--- config.mk ---
export PLATFORM = sky130hd
export DESIGN_NAME = dcl_counter
export DESIGN_NICKNAME = d
export VERILOG_FILES = /design/src/dcl_pkg.sv /design/src/dcl_counter.sv
export SDC_FILE = /design/constraint.sdc
export NUM_CORES = 1
export LEC_CHECK = 0
export CAP_MARGIN = 25
export CORE_MARGIN = 5
export CORE_UTILIZATION = 56
export CTS_CLUSTER_SIZE = 40
export DETAILED_ROUTE_END_ITERATION = 6
export DONT_BUFFER_PORTS = 1
export HOLD_SLACK_MARGIN = 0.12
export PLACE_DENSITY_LB_ADDON = 0.15
export SLEW_MARGIN = 30
export SYNTH_ARGS = -nofsm -noshare
export SYNTH_HDL_FRONTEND = slang
export SYNTH_SLANG_ARGS = --single-unit
--- constraint.sdc ---
create_clock -name clk -period 2 [get_ports clk]
set_clock_uncertainty 0.15 [all_clocks]
set_input_delay 0.4 -clock clk [delete_from_list [all_inputs] [get_ports clk]]
set_output_delay 0.4 -clock clk [all_outputs]
set_load 0.05 [all_outputs]
--- src/dcl_pkg.sv ---
/*
 * constants for the decade counter stage with latch and display drive:
 * register map, field positions, reset values and digit limits.
 * assumes a 32-bit ahb-lite bus and one 200 MHz system clock.
 */
package dcl_pkg;

    // ************************************************
    // register map
    // ************************************************
    localparam logic [7:0] DCL_CTRL_ADDR = 8'h00;
    localparam logic [7:0] DCL_STAT_ADDR = 8'h04;
    localparam logic [2:0] DCL_CTRL_RST = 3'h0;

    // ************************************************
    // control field positions
    // ************************************************
    localparam int DCL_CTRL_HOLD = 0;
    localparam int DCL_CTRL_DP = 1;
    localparam int DCL_CTRL_OFF = 2;

    // ************************************************
    // status field positions
    // ************************************************
    localparam int DCL_STAT_CNT = 0;
    localparam int DCL_STAT_LAT = 4;
    localparam int DCL_STAT_TC = 8;
    localparam int DCL_STAT_BLK = 9;

    // ************************************************
    // digit limits and pattern width
    // ************************************************
    localparam logic [3:0] DCL_ZERO = 4'h0;
    localparam logic [3:0] DCL_MAX = 4'h9;
    localparam logic [3:0] DCL_ONE = 4'h1;
    localparam int DCL_SEG_W = 7;
    localparam logic [6:0] DCL_SEG_OFF = 7'h00;

endpackage

--- src/dcl_counter.sv ---
/*
 * decade counter stage: synchronous 0..9 counter gated by cascade and
 * lookahead enables, terminal count, capture latch, seven-segment
 * decoder, blanking, decimal point and ripple zero suppression node.
 * assumes every pin input is asynchronous to clk and that software
 * reaches the control and status words over ahb-lite.
 */
// Implementation choices: the AHB-Lite register port and the address map.
`timescale 1ns/10ps

// Summary of operation
// - clear input low forces count to zero, overriding everything
// - count holds zero while clear low; counting resumes once high
// - each enabled count pulse adds one, nine wraps to zero
// - all counter bits change together on count input rising edge
// - terminal count output low at nine, high again at zero
// - cascade enable high stops counting, forces terminal count high
// - counting and terminal count need both enables low
// - lookahead enable high blocks count pulses
// - capture low: latch follows the counter
// - capture high: latch holds, counter keeps counting
// - decimal point lit only while its control is high
// - display off blanks the whole display
// - zero suppress in low and latch zero: blank, pull node low
// - suppress node is pulled-up two-way; external low blanks display
module dcl_counter
    import dcl_pkg::*;
(
    input wire logic clk,
    input wire logic rst,
    input wire logic count_in,
    input wire logic clear_n,
    input wire logic cascade_en,
    input wire logic lookahead_en,
    input wire logic zero_suppress_in_n,
    input wire logic zero_suppress_out_i,
    output logic zero_suppress_out_o,
    output logic zero_suppress_out_oe_n,
    output logic term_count_n,
    output logic [6:0] seg,
    output logic dp,
    input wire logic hsel,
    input wire logic [31:0] haddr,
    input wire logic [1:0] htrans,
    input wire logic hwrite,
    input wire logic [2:0] hsize,
    input wire logic [31:0] hwdata,
    input wire logic hready,
    output logic hreadyout,
    output logic hresp,
    output logic [31:0] hrdata
);

    // ************************************************
    // declarations
    // ************************************************
    logic [5:0] meta_q;
    logic [5:0] sync_q;
    logic cnt_d1_q;
    logic clr_s;
    logic casc_s;
    logic look_s;
    logic zsin_s;
    logic node_s;
    logic pulse;
    logic gate_ok;
    logic [3:0] count_q;
    logic [3:0] latch_q;
    logic tc_n_q;
    logic [2:0] ctrl_q;
    logic wr_q;
    logic [7:0] waddr_q;
    logic supp;
    logic blank;
    logic [6:0] seg_q;
    logic dp_q;
    logic blk_q;
    logic zso_oe_n_q;
    logic [31:0] rdata_q;
    logic ready_q;
    logic take;

    // digit to segment pattern, segment g in bit 6, a in bit 0
    function automatic logic [6:0] dcl_decode(input logic [3:0] v);
        logic [6:0] p;
        p = DCL_SEG_OFF;
        unique case (v)
            4'h0: p = 7'h3F;
            4'h1: p = 7'h06;
            4'h2: p = 7'h5B;
            4'h3: p = 7'h4F;
            4'h4: p = 7'h66;
            4'h5: p = 7'h6D;
            4'h6: p = 7'h7D;
            4'h7: p = 7'h07;
            4'h8: p = 7'h7F;
            4'h9: p = 7'h6F;
            default: p = DCL_SEG_OFF;
        endcase
        return p;
    endfunction

    // ************************************************
    // pin synchronisers
    // ************************************************
    // first rank is read only by the second rank
    always_ff @(posedge clk or posedge rst) begin
        if (rst) begin
            meta_q <= 6'h3F;
            sync_q <= 6'h3F;
        end else begin
            meta_q <= {zero_suppress_out_i, zero_suppress_in_n,
                       lookahead_en, cascade_en, clear_n, count_in};
            sync_q <= meta_q;
        end
    end

    assign clr_s = sync_q[1];
    assign casc_s = sync_q[2];
    assign look_s = sync_q[3];
    assign zsin_s = sync_q[4];
    assign node_s = sync_q[5];

    // rising edge of the synced count input
    always_ff @(posedge clk or posedge rst) begin
        if (rst) begin
            cnt_d1_q <= 1'b1;
        end else begin
            cnt_d1_q <= sync_q[0];
        end
    end

    // enables sampled at the edge; stable while count low
    assign gate_ok = !casc_s && !look_s;
    assign pulse = sync_q[0] && !cnt_d1_q && gate_ok;

    // ************************************************
    // decade counter
    // ************************************************
    // clear wins over any pulse in the same cycle
    always_ff @(posedge clk or posedge rst) begin
        if (rst) begin
            count_q <= DCL_ZERO;
        end else if (!clr_s) begin
            count_q <= DCL_ZERO;
        end else if (pulse) begin
            if (count_q == DCL_MAX) begin
                count_q <= DCL_ZERO;
            end else begin
                count_q <= count_q + DCL_ONE;
            end
        end
    end

    // terminal count, forced high unless both enables low
    always_ff @(posedge clk or posedge rst) begin
        if (rst) begin
            tc_n_q <= 1'b1;
        end else begin
            tc_n_q <= !(gate_ok && count_q == DCL_MAX);
        end
    end

    // ************************************************
    // capture latch
    // ************************************************
    // one clock behind the counter when transparent
    always_ff @(posedge clk or posedge rst) begin
        if (rst) begin
            latch_q <= DCL_ZERO;
        end else if (!ctrl_q[DCL_CTRL_HOLD]) begin
            latch_q <= count_q;
        end
    end

    // ************************************************
    // display and suppression
    // ************************************************
    assign supp = !zsin_s && latch_q == DCL_ZERO;
    // node low from outside blanks; own drive loops back harmlessly
    assign blank = ctrl_q[DCL_CTRL_OFF] || supp || !node_s;

    always_ff @(posedge clk or posedge rst) begin
        if (rst) begin
            seg_q <= DCL_SEG_OFF;
            dp_q <= 1'b0;
            blk_q <= 1'b1;
            zso_oe_n_q <= 1'b1;
        end else begin
            seg_q <= blank ? DCL_SEG_OFF : dcl_decode(latch_q);
            dp_q <= ctrl_q[DCL_CTRL_DP] && !ctrl_q[DCL_CTRL_OFF];
            blk_q <= blank;
            zso_oe_n_q <= !supp;
        end
    end

    // ************************************************
    // ahb-lite slave
    // ************************************************
    // zero wait states: the answer is ready in every data phase
    assign take = hsel && htrans[1] && hready;

    always_ff @(posedge clk or posedge rst) begin
        if (rst) begin
            wr_q <= 1'b0;
            waddr_q <= 8'h00;
            ready_q <= 1'b1;
        end else begin
            wr_q <= take && hwrite;
            waddr_q <= haddr[7:0];
            ready_q <= 1'b1;
        end
    end

    // write lands at the end of the data phase
    always_ff @(posedge clk or posedge rst) begin
        if (rst) begin
            ctrl_q <= DCL_CTRL_RST;
        end else if (wr_q && waddr_q == DCL_CTRL_ADDR) begin
            ctrl_q <= hwdata[2:0];
        end
    end

    // read data built in the address phase; unmapped reads zero
    always_ff @(posedge clk or posedge rst) begin
        if (rst) begin
            rdata_q <= 32'h0000_0000;
        end else if (take && !hwrite) begin
            rdata_q <= 32'h0000_0000;
            if (haddr[7:0] == DCL_CTRL_ADDR) begin
                rdata_q[2:0] <= ctrl_q;
            end else if (haddr[7:0] == DCL_STAT_ADDR) begin
                rdata_q[DCL_STAT_CNT +: 4] <= count_q;
                rdata_q[DCL_STAT_LAT +: 4] <= latch_q;
                rdata_q[DCL_STAT_TC] <= tc_n_q;
                rdata_q[DCL_STAT_BLK] <= blk_q;
            end
        end
    end

    // ************************************************
    // outputs
    // ************************************************
    assign term_count_n = tc_n_q;
    assign seg = seg_q;
    assign dp = dp_q;
    assign zero_suppress_out_o = 1'b0;
    assign zero_suppress_out_oe_n = zso_oe_n_q;
    assign hreadyout = ready_q;
    assign hresp = 1'b0;
    assign hrdata = rdata_q;
endmodule

## Yosys cells after proc, flatten, opt, wreduce, memory -nomap -nowiden

Memory sizes are Yosys's and may differ from the RTL's.
Cells that the tools add are included.
Widths: inputs -> output; s select.

- Memories: 1
- Bits in registers: 54
- Bits of input ports: 80
- Logic and storage cells: 51
- Output and inout port bits: 45
- Bits in read-only memories: 112

- Add/sub/neg operators: 1
- Equal/unequal tests: 3
- Reduce and logical (&&, ||, !) cells: 25
- Mux-type cells: 7

Memory list:

| memory | depth | width | rd ports | clocked after Yosys merged registers in | write ports | line | RTL |
|---|---|---|---|---|---|---|---|
| (no name shown) | 16 | 7 | 1 | 0 | 0 | dcl_counter.sv:87 | `unique case (v)` |

Operators with widths:

| operator | count |
|---|---|
| $logic_not 8->1 | 2 |
| $mux 7 | 2 |
| $mux 4 | 3 |
| $logic_and 1x1->1 | 11 |
| $mux 10 | 1 |
| $logic_not 1->1 | 9 |
| $eq 8x3->1 const B | 1 |
| $add 4x1->4 const B | 1 |
| $eq 4x4->1 const B | 1 |
| $logic_not 4->1 | 1 |
| $mux 3 | 1 |
| $logic_or 1x1->1 | 2 |
| $ne 2x1->1 const B | 1 |

## Longest topological paths before layout

- Depth after elaboration: 5
- Gate-level depth with buffers: 6
- Depth with buffers taken out: 6

## Least setup slack after synthesis

OpenSTA, ideal clock, no wires.

- Path kind: reg-to-reg
- From: register sync_q[0]
- To: register count_q[3]
- Cell stages (with the launch flop): 5
- Data required time: 1.768 ns
- Library setup time: 0.082 ns
- Period minus slack after synthesis: 1.937 ns
- Arrival time: 1.705 ns
- Setup slack: 0.063 ns
- Buffers on the path: 1
- Path through: dfstp_2 or4b_1 buf_2 or4b_1 a31oi_1

- Word-level cells in the longest chain between the ends: 3

Ends and longest elaborated chain:

| what | line | RTL |
|---|---|---|
| from (decl) | dcl_counter.sv:58 | `logic [5:0] sync_q;` |
| from (signal assigned) | dcl_counter.sv:114 | `sync_q <= meta_q;` |
| $logic_and 1x1->1 (2 in series) | dcl_counter.sv:135 | `assign pulse = sync_q[0] && !cnt_d1_q && gate_ok;` |
| $ne 2x1->1 (no source line) | - |  |
| to (signal assigned) | dcl_counter.sv:150 | `count_q <= count_q + DCL_ONE;` |
| to (decl) | dcl_counter.sv:67 | `logic [3:0] count_q;` |

No other way between the ends.
A chain may end at the register's enable or synchronous reset.

## Worst setup path in the final report

Ends and elaborated chain as after synthesis.

==> results.py <==
metrics = {
    "global_route": {
        "antenna_found_initial": 0,
        "grt_pass1_wl_mm": 6.40,
        "overflow": 0,
        "grt_max_degree": 29,
        "grt_use_total_pct": 15.7,
        "grt_pass1_vias": 1426,
    },
    "worst_setup_path": {
        "critPathMaxFanout": 7,
        "cp.arrival_ns": 2.04,
        "critPathKind": "reg2reg",
        "critPathLaunchType": "flop",
        "endpoint_kind": "flop",
        "reg2reg_setup_slack_ns": 0.03,
        "r2r_end": "count_q[3]",
        "cp_top_family": "simple AND/OR/NAND/NOR gates",
        "cp.required_ns": 2.07,
        "crit_buf_inv": 0,
        "cp_common_cell": "or4b_4",
        "r2r_cells": 3,
        "cp_slowest_cell": "dfstp_2",
        "r2r_start": "sync_q[0]",
        "path_cells": "or4b_4 > or4b_4 > a31oi_4",
        "cpPeakStageDelay_ns": 0.54,
        "cp_num_cells": 3,
    },
    "sta": {
        "max_freq_ghz": 0.507,
        "slew_violations": 0,
        "fin_crit_sh_pct": 98.6,
        "hold_viol_final": 0,
        "period_needed_ns": 1.97,
        "setup_tns_ns": 0,
        "setup_violations": 0,
    },
    "worst_hold_path": {
        "holdPathEnd": "wr_q",
        "timing.hold.worst.class": "in2reg",
        "hold_depth": 1,
        "min_from": "hready",
    },
    "cts": {
        "path_clk_slew_ns": 0.09,
        "cts_tree": "yes",
        "numClockSinks": 54,
        "root_buffer": "clkbuf_8",
        "cts_buffer_depth": 2,
        "insertion_delay_ns": 0.30,
        "htreeDepth": 2,
        "cts_buffers": 5,
    },
    "floorplanning": {
        "rows": 23,
        "initial_core_util_pct": 57.1,
        "fp.dieH_um": 73.6,
        "die_w_um": 73.6,
        "core_area_um2": 3970,
        "dieArea_um2": 5420,
        "io_pins": 125,
    },
    "finish": {
        "syn_to_final_growth_pct": 14.0,
        "mostFrequentLayoutCells": "38 x dfrtp_1, 25 x conb_1, 20 x nand2_1, 20 x dlygate4sd3_1, 16 x dfstp_2",
        "nets": 307,
        "layout_commonest_cell": "dfrtp_1",
        "drive_above_1_share_pct": 19.9,
        "fin_cells": 271,
        "finish.instance_area_um2": 2580,
        "nFillCells": 321,
        "antennaDiodeCount": 0,
    },
    "pwr": {
        "pwr_density_cell_nw_per_um2": 788,
        "ir_worst_vdd_uv": 582,
        "p_leak_nw": 1.18,
        "power_w": 0.00204,
    },
    "placed_design": {
        "postPlaceCellArea_um2": 2250,
        "dp_cells": 242,
        "hpwl_mm": 2.91,
        "port_buffers": 0,
        "gp_congestion": 0.819,
    },
    "logic_synthesis": {
        "ys_ff_latch": 54,
        "synth_edf_count": 0,
        "syn_area_um2": 2270,
        "synth-main-ff-cell": "dfrtp_1",
        "yosysWarningCount": 0,
        "async_flop_share_pct": 100,
        "synth.distinct_cells": 34,
        "synth.avg_cell_area_um2": 11.7,
        "ys_seq_area_share_pct": 60.5,
        "synth_cells": 194,
    },
    "detailed_routing": {
        "ant_nets": 0,
        "drcViolationCount": 0,
        "drtPass1Iterations": 4,
        "wl_per_cell_um": 14.9,
        "via_count": 1363,
        "viasPerCell": 5.03,
        "drt_iter0_markers": 149,
        "wl_mm": 4.03,
    },
    "job": {
        "drv_cap": 0,
    },
    "run_status": {
        "status": "finished, final reports clean",
    },
}
-- metal layers --
layer / up-vias / track usage [%] / share of wire [%]
met5: - / 0 / 0
met4: 0 / 7.24 / 2.0
met3: 7 / 4.92 / 7.5
met2: 46 / 27.6 / 55
met1: 661 / 17.3 / 35
li1: 649 / - / -
-- worst register-to-register path, cell delays in order, from the launching register on --
cell and delay, ns:
dfstp_2 0.54, or4b_4 0.50, or4b_4 0.52, a31oi_4 0.18
-- stage by stage --
stage	setup slack [ns]	util [%]	hold WS, ns
detailed placement	-0.0464	56.6	0.197
global route	-0.0158	65.1	0.134
global placement	0.0266	56.6	0.196
CTS	0.00529	64.2	0.127
finish	0.0287	65.1	0.145
floorplan	0.0633	-	0.195
-- cells in the mapped netlist (3+ instances only) --
| library cell | n | area, um^2 |
|---|---|---|
| mux2i_1 | 3 | 30.0 |
| clkbuf_1 | 5 | 18.8 |
| nor2_1 | 7 | 26.3 |
| ha_1 | 7 | 87.6 |
| dfstp_2 | 16 | 420 |
| o21ai_0 | 11 | 55.1 |
| mux2_2 | 6 | 67.6 |
| buf_4 | 25 | 188 |
| dfrtp_1 | 38 | 951 |
| nand2b_1 | 6 | 37.5 |
| or4b_1 | 3 | 30.0 |
| inv_1 | 6 | 22.5 |
| nand3_1 | 3 | 15.0 |
| nand2_1 | 20 | 75.1 |
| a21oi_1 | 9 | 45.0 |
-- logic make-up (layout without fill, tap and decap cells) --
kind of cell / count (synthesis) / in the layout / share of synthesized area, %
AND/OR/NAND/NOR: 57 / 57 / 13.8
flip-flops: 54 / 54 / 60.5
buffers and inverters: 38 / 42 / 10.5
AO/OA/AOI/OAI: 27 / 27 / 6.73
multiplexers: 9 / 9 / 4.30
adder cells (fa/ha/maj): 7 / 7 / 3.86
other: 2 / 25 / 0.331
-- registers in the layout, indices dropped and copies added (netlist names), 3 cells and up --
signal   flops
hrdata      10
sync_q       6
latch_q      4
waddr_q      8
count_q      4
seg          7
ctrl_q       3
meta_q       6
-- where the power goes --
group | leakage, nW | switching, W | internal [W]
sequential | 0.669 | 0.0000474 | 0.00114
combinational | 0.458 | 0.000149 | 0.0000502
clock | 0.0544 | 0.000333 | 0.000317
-- worst max path at each step --
stage / startpoint / end / slack [ns]
6_report: sync_q[0] / count_q[3] / 0.03
5_1_grt: sync_q[0] / count_q[3] / -0.02
4_1_cts: sync_q[0] / count_q[3] / 0.005
3_5_place_dp: sync_q[0] / count_q[3] / -0.05
3_3_place_gp: sync_q[0] / count_q[3] / 0.03
2_1_floorplan: sync_q[0] / count_q[3] / 0.06
-- area by class of cell --
type | instances | area, um^2 | share of cell area, %
clock buffer | 7 | 96.3 | 3.73
inverter | 7 | 26.3 | 1.02
sequential | 54 | 1370 | 53.0
timing repair buffer | 27 | 253 | 9.78
multi-input combinational | 125 | 767 | 29.7
tap | 50 | 62.6 | 2.42
clock inverter | 1 | 8.76 | 0.339
-- repair_timing --
item,in CTS,in global routing
endpoints found under the setup margin,1,1
endpoints found under the hold margin,56,1
hold buffers,19,1
gates resized for setup,1,3
setup buffers,0,1
pin swaps,0,2
No activity file was read; power rests on OpenSTA's default activity.
